## src/shared/aswr_pkg.sv

```systemverilog
// Package of register map, read codes, field positions and timing for angle working registers
package aswr_pkg;

  // ==========================================================================
  // Register offsets
  localparam logic [7:0] OFS_STATUS   = 8'h00;
  localparam logic [7:0] OFS_ANGLE    = 8'h02;
  localparam logic [7:0] OFS_SPEED    = 8'h03;
  localparam logic [7:0] OFS_COSINE   = 8'h06;
  localparam logic [7:0] OFS_SINE     = 8'h07;
  localparam logic [7:0] OFS_TEMP     = 8'h0a;

  // ==========================================================================
  // Read command codes
  localparam logic [15:0] CMD_STATUS  = 16'hc001;
  localparam logic [15:0] CMD_ANGLE   = 16'h8021;
  localparam logic [15:0] CMD_SPEED   = 16'hc031;
  localparam logic [15:0] CMD_COSINE  = 16'hc061;
  localparam logic [15:0] CMD_SINE    = 16'h8071;
  localparam logic [15:0] CMD_TEMP    = 16'hc0a1;

  // ==========================================================================
  // Field positions
  localparam int BIT_REFRESHED     = 15;
  localparam int BIT_IF_FAULT      = 13;
  localparam int BIT_VEC_FAULT     = 12;
  localparam int BIT_NVM_FAULT     = 9;
  localparam int BIT_CRC_FAULT     = 8;
  localparam int BIT_CORE_FAULT    = 7;
  localparam int BIT_SELFTEST      = 6;
  localparam int BIT_TEMP_FAULT    = 5;
  localparam int BIT_ADC_FAULT     = 4;
  localparam int BIT_SUPPLY_FAULT  = 3;
  localparam int BIT_WDOG          = 2;
  localparam int BIT_REDUNDANCY    = 1;
  localparam int BIT_RESET_SEEN    = 0;
  localparam int BIT_TEMP_FSM      = 5;
  localparam int BIT_TEMP_INT      = 4;
  localparam int ANGLE_W           = 15;
  localparam int SPEED_W           = 12;
  localparam int TEMP_W            = 10;
  localparam int TEMP_LSB          = 6;

  // ==========================================================================
  // Reset values and timing
  localparam logic [15:0] RESET_WORD  = 16'h0000;
  localparam int          UPDATE_NS   = 25000;
  localparam int          CLK_NS      = 10;
  localparam int          UPDATE_CYC  = UPDATE_NS / CLK_NS;

  // ==========================================================================
  // Carriers
  typedef struct packed {
    logic if_fault;
    logic vector_magnitude_fault;
    logic nvm_fault;
    logic crc_fault;
    logic processing_core_fault;
    logic selftest_fault;
    logic temperature_fault;
    logic adc_fault;
    logic supply_fault;
    logic watchdog_reset_seen;
    logic redundancy_mismatch;
    logic reset_seen;
  } aswr_flags_t;

  typedef struct packed {
    logic [ANGLE_W-1:0] angle_word;
    logic [SPEED_W-1:0] rotation_rate;
    logic [15:0]        cosine;
    logic [15:0]        sine;
    logic [TEMP_W-1:0]  temperature;
  } aswr_sample_t;

  typedef enum logic [2:0] {
    SEL_NONE, SEL_STATUS, SEL_ANGLE, SEL_SPEED, SEL_COSINE, SEL_SINE, SEL_TEMP
  } aswr_sel_t;

endpackage

```

## src/hw/aswr_regs.sv

```systemverilog
// Working register set of the angle sensor, read by command code from the calibration port
// Overview of operation
// - Status bit 15 set when status flags refreshed since last status read.
// - Status bit 13 shows an output interface problem.
// - Status bit 12 shows sine/cosine vector magnitude out of limits.
// - Status bit 9 shows a nonvolatile memory error.
// - Status bit 8 shows any bit-error detection alarm.
// - Status bit 7 shows a processing core execution fault.
// - Status bit 6 shows a failed power-up self test.
// - Status bit 5 shows temperature out of limits or delta check failure.
// - Status bit 4 shows converter raw checks or filter scheduling alarm.
// - Status bit 3 combines the supply voltage monitors.
// - Status bit 2 shows last reset came from the watchdog.
// - Status bit 1 shows redundant angle computation disagreement.
// - Angle register refreshes once per update period of about 25 us.
// - Angle is a signed 15-bit value in bits 14 to 0.
// - Angle bit 15 set when refreshed since last interface read.
// - Speed is signed 12-bit in bits 11 to 0, bits 14 to 12 zero.
// - Speed bit 15 set when refreshed since last interface read.
// - Cosine raw reading fills the whole 16-bit register.
// - Sine raw reading fills the whole 16-bit register.
// - Temperature 10-bit reading in bits 15 to 6, bits 3 to 0 reserved.
// - Temperature bit 5 set while new value unconsumed by internal machine.
// - Temperature bit 4 set while new value unread by the interface.
module aswr_regs
  import aswr_pkg::*;
#(
  parameter int UPDATE_CYCLES = UPDATE_CYC
) (
  // Clock and reset
  input  wire logic         clk,
  input  wire logic         rst_n,
  // Measurement side, same clock domain
  input  wire aswr_flags_t  flags_in,
  input  wire aswr_sample_t sample_in,
  input  wire logic         temp_fsm_take,
  // Command port from the calibration port decoder
  input  wire logic         cmd_valid,
  input  wire logic [15:0]  cmd_code,
  // Answer
  output logic              rd_valid_q,
  output logic [15:0]       rd_data_q,
  output logic              update_q
);

  // ==========================================================================
  // Update period timer
  localparam int TW = $clog2(UPDATE_CYCLES + 1);
  logic [TW-1:0] tick_cnt_q;
  logic          tick;

  assign tick = (tick_cnt_q == TW'(UPDATE_CYCLES - 1));

  always_ff @(posedge clk) begin
    if (!rst_n) begin
      tick_cnt_q <= '0;
    end else if (tick) begin
      tick_cnt_q <= '0;
    end else begin
      tick_cnt_q <= tick_cnt_q + TW'(1);
    end
  end

  always_ff @(posedge clk) begin
    if (!rst_n) begin
      update_q <= 1'b0;
    end else begin
      update_q <= tick;
    end
  end

  // Cycles since the last update pulse, for the period checks
  logic [TW-1:0] gap_cnt_q;
  logic          gap_seen_q;

  always_ff @(posedge clk) begin
    if (!rst_n) begin
      gap_cnt_q  <= '0;
      gap_seen_q <= 1'b0;
    end else if (update_q) begin
      gap_cnt_q  <= '0;
      gap_seen_q <= 1'b1;
    end else if (gap_cnt_q != TW'(UPDATE_CYCLES)) begin
      gap_cnt_q <= gap_cnt_q + TW'(1);
    end
  end

  first_update_a: assert property (@(posedge clk) disable iff (!rst_n)
    update_q && !gap_seen_q |-> gap_cnt_q == TW'(UPDATE_CYCLES))
    else $error("first update pulse at wrong cycle");

  update_gap_a: assert property (@(posedge clk) disable iff (!rst_n)
    update_q && gap_seen_q |-> gap_cnt_q == TW'(UPDATE_CYCLES - 1))
    else $error("update period wrong");

  update_late_a: assert property (@(posedge clk) disable iff (!rst_n)
    !update_q |-> gap_cnt_q < (gap_seen_q ? TW'(UPDATE_CYCLES - 1) : TW'(UPDATE_CYCLES)))
    else $error("update pulse missing");

  // ==========================================================================
  // Command decode
  function automatic aswr_sel_t decode(input logic [15:0] code);
    case (code)
      CMD_STATUS: decode = SEL_STATUS;
      CMD_ANGLE:  decode = SEL_ANGLE;
      CMD_SPEED:  decode = SEL_SPEED;
      CMD_COSINE: decode = SEL_COSINE;
      CMD_SINE:   decode = SEL_SINE;
      CMD_TEMP:   decode = SEL_TEMP;
      default:    decode = SEL_NONE;
    endcase
  endfunction

  aswr_sel_t sel;
  logic      rd_status, rd_angle, rd_speed, rd_temp;

  assign sel       = cmd_valid ? decode(cmd_code) : SEL_NONE;
  assign rd_status = (sel == SEL_STATUS);
  assign rd_angle  = (sel == SEL_ANGLE);
  assign rd_speed  = (sel == SEL_SPEED);
  assign rd_temp   = (sel == SEL_TEMP);

  // ==========================================================================
  // Captured working values
  aswr_flags_t  flags_q;
  aswr_sample_t sample_q;

  always_ff @(posedge clk) begin
    if (!rst_n) begin
      flags_q  <= '0;
      sample_q <= '0;
    end else if (tick) begin
      flags_q  <= flags_in;
      sample_q <= sample_in;
    end
  end

  flag_capture_a: assert property (@(posedge clk) disable iff (!rst_n)
    tick |=> flags_q == $past(flags_in))
    else $error("fault flags not captured at update");

  sample_capture_a: assert property (@(posedge clk) disable iff (!rst_n)
    tick |=> sample_q == $past(sample_in))
    else $error("sample not captured at update");

  // ==========================================================================
  // Refreshed flags; an update in the same cycle as a read wins
  logic st_fresh_q, ang_fresh_q, spd_fresh_q, tmp_int_q, tmp_fsm_q;

  always_ff @(posedge clk) begin
    if (!rst_n) begin
      st_fresh_q  <= 1'b0;
      ang_fresh_q <= 1'b0;
      spd_fresh_q <= 1'b0;
      tmp_int_q   <= 1'b0;
    end else begin
      st_fresh_q  <= tick | (st_fresh_q & ~rd_status);
      ang_fresh_q <= tick | (ang_fresh_q & ~rd_angle);
      spd_fresh_q <= tick | (spd_fresh_q & ~rd_speed);
      tmp_int_q   <= tick | (tmp_int_q & ~rd_temp);
    end
  end

  always_ff @(posedge clk) begin
    if (!rst_n) begin
      tmp_fsm_q <= 1'b0;
    end else begin
      tmp_fsm_q <= tick | (tmp_fsm_q & ~temp_fsm_take);
    end
  end

  status_clear_a: assert property (@(posedge clk) disable iff (!rst_n)
    rd_status && !tick |=> !st_fresh_q)
    else $error("status refreshed flag not cleared by read");

  speed_clear_a: assert property (@(posedge clk) disable iff (!rst_n)
    rd_speed && !tick |=> !spd_fresh_q)
    else $error("speed refreshed flag not cleared by read");

  temp_clear_a: assert property (@(posedge clk) disable iff (!rst_n)
    rd_temp && !tick |=> !tmp_int_q)
    else $error("temperature interface flag not cleared by read");

  angle_hold_a: assert property (@(posedge clk) disable iff (!rst_n)
    !tick && !rd_angle |=> ang_fresh_q == $past(ang_fresh_q))
    else $error("angle refreshed flag changed without cause");

  fsm_set_a: assert property (@(posedge clk) disable iff (!rst_n)
    tick |=> tmp_fsm_q)
    else $error("internal fresh flag not set by update");

  // ==========================================================================
  // Word assembly
  logic [15:0] status_word, angle_word, speed_word, temp_word, rd_mux;

  always_comb begin
    status_word                   = RESET_WORD;
    status_word[BIT_REFRESHED]    = st_fresh_q;
    status_word[BIT_IF_FAULT]     = flags_q.if_fault;
    status_word[BIT_VEC_FAULT]    = flags_q.vector_magnitude_fault;
    status_word[BIT_NVM_FAULT]    = flags_q.nvm_fault;
    status_word[BIT_CRC_FAULT]    = flags_q.crc_fault;
    status_word[BIT_CORE_FAULT]   = flags_q.processing_core_fault;
    status_word[BIT_SELFTEST]     = flags_q.selftest_fault;
    status_word[BIT_TEMP_FAULT]   = flags_q.temperature_fault;
    status_word[BIT_ADC_FAULT]    = flags_q.adc_fault;
    status_word[BIT_SUPPLY_FAULT] = flags_q.supply_fault;
    status_word[BIT_WDOG]         = flags_q.watchdog_reset_seen;
    status_word[BIT_REDUNDANCY]   = flags_q.redundancy_mismatch;
    status_word[BIT_RESET_SEEN]   = flags_q.reset_seen;
  end

  assign angle_word = {ang_fresh_q, sample_q.angle_word};
  assign speed_word = {spd_fresh_q, 3'h0, sample_q.rotation_rate};
  assign temp_word  = {sample_q.temperature, tmp_fsm_q, tmp_int_q, 4'h0};

  always_comb begin
    case (sel)
      SEL_STATUS: rd_mux = status_word;
      SEL_ANGLE:  rd_mux = angle_word;
      SEL_SPEED:  rd_mux = speed_word;
      SEL_COSINE: rd_mux = sample_q.cosine;
      SEL_SINE:   rd_mux = sample_q.sine;
      SEL_TEMP:   rd_mux = temp_word;
      default:    rd_mux = RESET_WORD;
    endcase
  end

  // ==========================================================================
  // Answer register; flags shown are those before the read clears them
  always_ff @(posedge clk) begin
    if (!rst_n) begin
      rd_valid_q <= 1'b0;
      rd_data_q  <= RESET_WORD;
    end else begin
      rd_valid_q <= cmd_valid;
      rd_data_q  <= rd_mux;
    end
  end

  // ==========================================================================
  // Checks
  read_clears_a: assert property (@(posedge clk) disable iff (!rst_n)
    rd_angle && !tick |=> !ang_fresh_q)
    else $error("angle refreshed flag not cleared by read");

  update_sets_a: assert property (@(posedge clk) disable iff (!rst_n)
    tick |=> ang_fresh_q && st_fresh_q && spd_fresh_q && tmp_int_q)
    else $error("refreshed flags not set by update");

  status_fresh_a: assert property (@(posedge clk) disable iff (!rst_n)
    rd_status |=> rd_valid_q && rd_data_q[BIT_REFRESHED] == $past(st_fresh_q))
    else $error("status refreshed bit wrong");

  speed_reserved_a: assert property (@(posedge clk) disable iff (!rst_n)
    $past(rd_speed) |-> rd_data_q[14:12] == 3'h0)
    else $error("speed reserved bits not zero");

  temp_reserved_a: assert property (@(posedge clk) disable iff (!rst_n)
    $past(rd_temp) |-> rd_data_q[3:0] == 4'h0)
    else $error("temperature reserved bits not zero");

  status_reserved_a: assert property (@(posedge clk) disable iff (!rst_n)
    $past(rd_status) |-> rd_data_q[14] == 1'b0 && rd_data_q[11:10] == 2'h0)
    else $error("status reserved bits not zero");

  update_period_a: assert property (@(posedge clk) disable iff (!rst_n)
    update_q |=> !update_q [*2])
    else $error("update pulses too close");

  fsm_take_a: assert property (@(posedge clk) disable iff (!rst_n)
    temp_fsm_take && !tick |=> !tmp_fsm_q)
    else $error("internal fresh flag not cleared");

  angle_data_a: assert property (@(posedge clk) disable iff (!rst_n)
    rd_angle |=> rd_data_q[14:0] == $past(sample_q.angle_word))
    else $error("angle value wrong");

  vec_fault_a: assert property (@(posedge clk) disable iff (!rst_n)
    rd_status |=> rd_data_q[BIT_VEC_FAULT] == $past(flags_q.vector_magnitude_fault))
    else $error("vector fault bit wrong");

  answer_pulse_a: assert property (@(posedge clk) disable iff (!rst_n)
    rd_valid_q == $past(cmd_valid))
    else $error("answer strobe not one cycle after command");

  unknown_zero_a: assert property (@(posedge clk) disable iff (!rst_n)
    cmd_valid && sel == SEL_NONE |=> rd_data_q == RESET_WORD)
    else $error("unknown command answer not zero");

  cosine_data_a: assert property (@(posedge clk) disable iff (!rst_n)
    sel == SEL_COSINE |=> rd_data_q == $past(sample_q.cosine))
    else $error("cosine value wrong");

  sine_data_a: assert property (@(posedge clk) disable iff (!rst_n)
    sel == SEL_SINE |=> rd_data_q == $past(sample_q.sine))
    else $error("sine value wrong");

  speed_data_a: assert property (@(posedge clk) disable iff (!rst_n)
    rd_speed |=> rd_data_q[SPEED_W-1:0] == $past(sample_q.rotation_rate)
      && rd_data_q[BIT_REFRESHED] == $past(spd_fresh_q))
    else $error("speed word wrong");

  temp_data_a: assert property (@(posedge clk) disable iff (!rst_n)
    rd_temp |=> rd_data_q[15:TEMP_LSB] == $past(sample_q.temperature))
    else $error("temperature value wrong");

  temp_flags_a: assert property (@(posedge clk) disable iff (!rst_n)
    rd_temp |=> rd_data_q[BIT_TEMP_FSM] == $past(tmp_fsm_q)
      && rd_data_q[BIT_TEMP_INT] == $past(tmp_int_q))
    else $error("temperature fresh bits wrong");

  angle_fresh_a: assert property (@(posedge clk) disable iff (!rst_n)
    rd_angle |=> rd_data_q[BIT_REFRESHED] == $past(ang_fresh_q))
    else $error("angle refreshed bit wrong");

  if_fault_a: assert property (@(posedge clk) disable iff (!rst_n)
    rd_status |=> rd_data_q[BIT_IF_FAULT] == $past(flags_q.if_fault))
    else $error("interface fault bit wrong");

  nvm_fault_a: assert property (@(posedge clk) disable iff (!rst_n)
    rd_status |=> rd_data_q[BIT_NVM_FAULT] == $past(flags_q.nvm_fault))
    else $error("memory fault bit wrong");

  crc_fault_a: assert property (@(posedge clk) disable iff (!rst_n)
    rd_status |=> rd_data_q[BIT_CRC_FAULT] == $past(flags_q.crc_fault))
    else $error("bit error alarm bit wrong");

  core_fault_a: assert property (@(posedge clk) disable iff (!rst_n)
    rd_status |=> rd_data_q[BIT_CORE_FAULT] == $past(flags_q.processing_core_fault))
    else $error("core fault bit wrong");

  selftest_bit_a: assert property (@(posedge clk) disable iff (!rst_n)
    rd_status |=> rd_data_q[BIT_SELFTEST] == $past(flags_q.selftest_fault))
    else $error("self test bit wrong");

  temp_fault_a: assert property (@(posedge clk) disable iff (!rst_n)
    rd_status |=> rd_data_q[BIT_TEMP_FAULT] == $past(flags_q.temperature_fault))
    else $error("temperature fault bit wrong");

  adc_fault_a: assert property (@(posedge clk) disable iff (!rst_n)
    rd_status |=> rd_data_q[BIT_ADC_FAULT] == $past(flags_q.adc_fault))
    else $error("converter fault bit wrong");

  supply_fault_a: assert property (@(posedge clk) disable iff (!rst_n)
    rd_status |=> rd_data_q[BIT_SUPPLY_FAULT] == $past(flags_q.supply_fault))
    else $error("supply fault bit wrong");

  wdog_bit_a: assert property (@(posedge clk) disable iff (!rst_n)
    rd_status |=> rd_data_q[BIT_WDOG] == $past(flags_q.watchdog_reset_seen))
    else $error("watchdog reset bit wrong");

  redundancy_bit_a: assert property (@(posedge clk) disable iff (!rst_n)
    rd_status |=> rd_data_q[BIT_REDUNDANCY] == $past(flags_q.redundancy_mismatch))
    else $error("redundancy bit wrong");

endmodule // aswr_regs

```

## config.mk

```make
export PLATFORM = sky130hd
export DESIGN_NAME = aswr_regs
export DESIGN_NICKNAME = d
export VERILOG_FILES = /design/src/shared/aswr_pkg.sv /design/src/hw/aswr_regs.sv
export SDC_FILE = /design/constraint.sdc
export NUM_CORES = 1
export LEC_CHECK = 0
export BUFFER_PORTS_ARGS = -buffer_cell sky130_fd_sc_hd__buf_2
export CAP_MARGIN = 5
export CORE_AREA = 2 2 120 122
export DETAILED_ROUTE_END_ITERATION = 10
export DIE_AREA = 0 0 122 124
export PLACE_DENSITY_LB_ADDON = 0.08
export SLEW_MARGIN = 0
export SYNTH_ARGS = -nofsm -noshare
export SYNTH_HDL_FRONTEND = slang
export SYNTH_SLANG_ARGS = --single-unit
```

## constraint.sdc

```tcl
create_clock -name clk -period 2 [get_ports clk]
set_input_delay 0.2 -clock clk [delete_from_list [all_inputs] [get_ports clk]]
set_output_delay 0.2 -clock clk [all_outputs]
set_load 0.01 [all_outputs]
```

==> out/qor.csv, run 1 <==
metric,value,unit
outcome,"complete, no violations",
wl_per_cell,15.6,um
cp_slowest_stage_delay,460,ps
cts_sinks,116,
drt_first_pass_iters,5,
synth_top_flop_cell,dfxtp_1,
cp_common_cell,buf_12,
critPathArrivalTime,2300,ps
die_w,122,um
required,2330,ps
htreeDepth,4,
drt_iter0_drc,197,
grt_pass1_wl,21.5,mm
cts_buffers,17,
cp_max_fo,18,
cts_tree,done,
finalCritPeriodShare,98.3,%
drc_errors,0,
antenna_found_initial,0,
grt_pass1_vias,4204,
drt-vias-per-instance,4.84,
synth_seq_cells,116,
p_leak,2.48,nW
io_buffers,118,
max_slew.worst_pin.slew,694,ps
gp_congestion,0.795,
yosysWarnings,0,
rsz0062_at_grt,true,
worstPathCellList,ha_4 > or4b_4 > buf_6 > nor3_4 > buf_12 > buf_12 > nand2_1 > a21oi_2,
fin_cells,915,
drt-total-wl,14.3,mm
drv_cap,0,
core,0.0137,mm^2
synth_cell_type_count,44,
cp_top_family,simple AND/OR/NAND/NOR gates,
whs,26.1,ps
hold_buffers,0,
synth_edf_count,0,
diodes,0,
dp_cells,877,
clock_path_buffers,2,
clk_latency,410,ps
finalClockSkew,4.91,ps
start_util,34.9,%
max_freq,0.509,GHz
dieHeight,124,um
synth-async-reset-ratio,0,%
hpwl,10.0,mm
grt_max_degree,43,
drive_above_1_share,30.9,%
final_common_cell,nand2_1,
grt_usage,18.9,%
powerDensity,812,mW/mm^2
period_minus_slack,1970,ps
clockRootBuffer,clkbuf_16,
nets,825,
netlist_area,0.00478,mm^2
startpoint_type,flip-flop,
endpoint_kind,flip-flop,
gr-total-overflow,0,
layout_common_cells,"nand2_1 (172), buf_2 (118), dfxtp_1 (114)",
ant_nets,0,
die_area,0.0151,mm^2
cpMaxStageDelayCell,or4b_4,
ios,119,
hold_viol,0,
clk_pin_slew,50,ps
drv_slew,0,
r2r_slack,30,ps
syn_area_per_cell,8.34,um^2
setup_viol,0,
syn_nets,676,
ir_worst_vdd,0.548,mV
syn_inst,574,
crit_buf_inv,3,
via_count,4429,
hold_class,in -> reg,
ys_seq_area_share,48.5,%
critPathKind,reg -> reg,
relSlewSlack,53.4,%
area_growth,39.3,%
fp-row-count,43,
[cell families after synthesis]
| kind of cell | share of synthesized area [%] |
|---|---|
| AOI/OAI and AO/OA | 16.8 |
| DFF | 48.5 |
| adders and majority gates | 0.261 |
| xor gates and xnor gates | 2.56 |
| and+or+nand+nor | 21.3 |
| muxes | 6.38 |
| buffers and inverters | 4.11 |
[layer usage]
layer	share of wire [%]	routed length (um)	global-route usage, %	vias to the layer above
met4	0.95	135	5.39	0
met2	49	6970	32.2	100
li1	-	-	-	2247
met1	44	6330	23.4	2071
met3	5.7	815	5.27	11
met5	0	0	0	-
[final timing paths]
path                                      from  depth (start not counted)              to
worst max register to register   tick_cnt_q[1]                          8     sample_q[4]
worst max-delay path             tick_cnt_q[1]                          8     sample_q[4]
worst min register to register  angle_word[11]                          2  angle_word[11]
worst min-delay path              sample_in[1]                          3     sample_q[1]
[cells in the mapped netlist (2+ instances only)]
cell type,instances,share of area [%]
and3_1,6,0.78
xnor2_1,5,0.92
o21ai_0,2,0.21
nor2_1,16,1.3
nor4b_1,3,0.55
a22oi_1,11,1.7
nand3_1,14,1.5
nand4_1,3,0.39
nand2b_1,2,0.26
nor3_1,2,0.21
a21oi_1,102,11
mux2i_1,26,5.4
or4b_1,3,0.63
buf_2,7,0.73
clkbuf_1,25,2.0
nand2_1,175,14
buf_6,2,0.47
and2_1,2,0.26
a2bb2oi_1,12,2.2
inv_1,3,0.24
buf_4,4,0.63
xor2_1,9,1.6
dfxtp_1,116,49
mux2_2,4,0.94
[per-stage QoR]
step | power (W) | instance area [um^2] | TNS [ps] | setup WS [ps] | util [%]
after floorplan | 0.00245 | 4850 | -643 | -31.4 | -
after global placement | 0.00260 | 5910 | -3330 | -283 | 43.1
after detailed placement | 0.00261 | 5910 | -4780 | -368 | 43.1
after CTS | 0.00545 | 6500 | 0 | 17.9 | 47.4
after global routing | 0.00560 | 6660 | -1620 | -77.7 | 48.6
final | 0.00541 | 6660 | 0 | 35.0 | 48.6
[state kept, by name, indices dropped and copies added, names as in the netlist]
signal,cells
sample_q,54
rd_data_q,16
update_q,1
st_fresh_q,1
rd_valid_q,1
tmp_int_q,1
tmp_fsm_q,1
ang_fresh_q,1
flags_q,12
spd_fresh_q,1
angle_word,15
tick_cnt_q,12
[worst min-delay path, cell delays in order]
cell     delay (ps)
buf_2           100
nand2_1          40
a21oi_1          50
[report_power, final]
part	leakage [nW]	internal [W]	total, W	switching (W)
combinational	1.27	0.000124	0.000237	0.000113
sequential	0.935	0.00232	0.00233	0.00000464
clock	0.277	0.00186	0.00285	0.000988
total	2.48	0.00430	0.00541	0.00111
[layout make-up]
class / count / area, um^2
inverter: 4 / 15.0
multi-input combinational: 416 / 2360
clock buffer: 27 / 513
timing repair buffer: 168 / 1180
sequential: 116 / 2320
tap: 180 / 225
clock inverter: 4 / 45.0
fill: 1365 / 7060
[repair_timing]
| action | 4_1_cts | 5_1_grt |
|---|---|---|
| setup endpoints to repair | 57 | 86 |
| setup buffers | 0 | 3 |
| cloned | 1 | 3 |
| gates resized for setup | 1 | 25 |
| pin swaps | 1 | 14 |
Note: power is estimated with default switching activity, not from simulation.
==> inputs of run 2 (changes only) <==
--- a/config.mk
+++ b/config.mk
@@ -11,6 +11,7 @@
 export DETAILED_ROUTE_END_ITERATION = 10
 export DIE_AREA = 0 0 122 124
 export PLACE_DENSITY_LB_ADDON = 0.08
+export RECOVER_POWER = 100
 export SLEW_MARGIN = 0
 export SYNTH_ARGS = -nofsm -noshare
 export SYNTH_HDL_FRONTEND = slang
==> run 2 against run 1 <==
Net effect:
- largest power group unchanged
- routed wire length about the same
- count of clock-buffer cells in the layout did not move
- via count rose by 0.72%
- global-route usage did not move
- non-clock buffer count did not move
- cell count unchanged
- setup slack got worse by 2.4 ps
- die area unchanged
- combinational power is essentially flat
- design area fell by 0.54%
==> out/qor.csv, run 2 (synthesized netlist as in run 1, its figures left out) <==
metric,value,unit,change
outcome,"complete, no violations",,unchanged
drt_iter0_drc,218,,was 197
hpwl,10.0,mm,unchanged
endpoint_kind,flip-flop,,unchanged
cts_tree,done,,unchanged
dieHeight,124,um,unchanged
cts_sinks,116,,unchanged
r2r_start,tick_cnt_q[1],,unchanged
clock_path_buffers,2,,unchanged
cts_buffers,17,,unchanged
largest_reg_flops,54,,unchanged
ios,119,,unchanged
reg2reg_depth,5,,was 8
core,0.0137,mm^2,unchanged
multi_input_area,0.00236,mm^2,unchanged
finalClockSkew,4.34,ps,was 4.91 ps
via_count,4461,,was 4429
period_minus_slack,1970,ps,about the same
layout_common_cells,"nand2_1 (172), dfxtp_1 (114), buf_2 (101)",,"was nand2_1 (172), buf_2 (118), dfxtp_1 (114)"
hold_end,sample_q[1],,unchanged
clockRootBuffer,clkbuf_16,,unchanged
powerDensity,817,mW/mm^2,was 812 mW/mm^2
p_leak,2.40,nW,was 2.48 nW
gp_congestion,0.795,,unchanged
relSlewSlack,53.2,%,was 53.4%
ir_worst_vdd,0.547,mV,was 0.548 mV
required,2300,ps,was 2330 ps
swShare,20.5,%,was 20.4%
max_freq,0.508,GHz,was 0.509 GHz
clk_pin_slew,50,ps,about the same
drive_above_1_share,28.4,%,was 30.9%
htreeDepth,4,,unchanged
power_frac_comb,4.4,%,about the same
start_util,34.9,%,unchanged
grt_max_degree,43,,unchanged
antenna_found_initial,0,,unchanged
internal_power,0.00430,W,about the same
finalCritPeriodShare,98.4,%,was 98.3%
dp_slack,-368,ps,unchanged
hold_start,sample_in[1],,unchanged
top_register,sample_q,,unchanged
seq_power_share,43.0,%,about the same
nets,825,,unchanged
hold_viol,0,,unchanged
critPathKind,reg -> reg,,unchanged
die_area,0.0151,mm^2,unchanged
hold_class,in -> reg,,unchanged
drt-total-wl,14.2,mm,was 14.3 mm
wl_per_cell,15.6,um,about the same
cp_max_fo,31,,was 18
fill_cells,1368,,was 1365
area_growth,38.5,%,was 39.3%
drt_first_pass_iters,4,,was 5
setup_viol,0,,unchanged
post-route-util,48.3,%,was 48.6%
fp-row-count,43,,unchanged
power.switching,0.00111,W,about the same
rsz0062_at_grt,true,,unchanged
max_slew.worst_pin.slew,696,ps,was 694 ps
drv_cap,0,,unchanged
die_w,122,um,unchanged
ant_nets,0,,unchanged
final.setup.worst_slack,32.6,ps,was 35.0 ps
hold_depth,3,,unchanged
seqCellArea,0.00232,mm^2,unchanged
io_buffers,118,,unchanged
grt_usage,18.9,%,unchanged
crit-reg2reg-capture,tick_cnt_q[1],,was sample_q[4]
drc_errors,0,,unchanged
r2r_slack,30,ps,about the same
gr-total-overflow,0,,unchanged
grt_pass1_wl,21.5,mm,unchanged
clockPowerShare,52.6,%,about the same
clk_latency,410,ps,about the same
final_common_cell,nand2_1,,unchanged
drv_slew,0,,unchanged
grt_pass1_vias,4204,,unchanged
diodes,0,,unchanged
drt-vias-per-instance,4.88,,was 4.84
critPathArrivalTime,2270,ps,was 2300 ps
whs,27.1,ps,was 26.1 ps
startpoint_type,flip-flop,,unchanged
## run 2: cell count changes in the layout (fill, tap and decap cells not counted), sizes merged
cell / change
buf: -20
clkbuf: +20
## run 2: final cells by class
cell class	instances	share of cell area, %
Multi-Input combinational cell	416	35.7
Tap cell	180	3.40
Clock buffer	27	7.74
Timing Repair Buffer	168	17.2
Inverter	4	0.227
Sequential cell	116	35.1
Clock inverter	4	0.680
## run 2: worst max path at each step
stage / start / endpoint / slack, ps
2_1_floorplan: tick_cnt_q[0] / sample_q[11] / -30
3_3_place_gp: cmd_code[1] / rd_data_q[14] / -280
3_5_place_dp: cmd_code[2] / rd_data_q[4] / -370
4_1_cts: tick_cnt_q[1] / angle_word[2] / 20
5_1_grt: tick_cnt_q[1] / sample_q[35] / -80
6_report: tick_cnt_q[1] / tick_cnt_q[1] / 30
## run 2: repair_timing
| item | 4_1_cts | 5_1_grt |
|---|---|---|
| cloned | 1 | 3 |
| setup endpoints to repair | 57 | 86 |
| endpoints found under the hold margin | 0 | 0 |
| hold buffers | 0 | 0 |
| gates resized for setup | 1 | 25 |
| pin swaps | 1 | 14 |
| buffers inserted | 0 | 3 |
## run 2: power groups by stage
stage | Sequential (W) | Clock (W) | Combinational [W]
after floorplan | 0.00237 | 0 | 0.0000798
after global placement | 0.00237 | 0 | 0.000229
after detailed placement | 0.00237 | 0 | 0.000233
after CTS | 0.00233 | 0.00289 | 0.000235
after global routing | 0.00232 | 0.00301 | 0.000263
final | 0.00233 | 0.00285 | 0.000237
## run 2: worst max-delay path, stage by stage (launching register included)
cell and delay [ps]:
dfxtp_2 350, ha_4 140, or4b_4 460, or3_4 470
buf_6 220, and3_1 210
## run 2: per-stage QoR
stage                     total power [W]  instances  setup TNS [ps]  cell area, um^2
after global placement            0.00260        877           -3330             5910
after CTS                         0.00545        909               0             6500
final                             0.00541        915               0             6630
after global routing              0.00560        915           -1790             6630
after detailed placement          0.00261        877           -4780             5910
after floorplan                   0.00245        574            -643             4850
## run 2: per-layer routing
layer / vias to the layer above / wire [um] / global-route usage (%)
li1: 2248 / - / -
met1: 2101 / 6420 / 23.4
met2: 101 / 6970 / 32.2
met3: 11 / 729 / 5.27
met4: 0 / 129 / 5.39
met5: - / 0 / 0
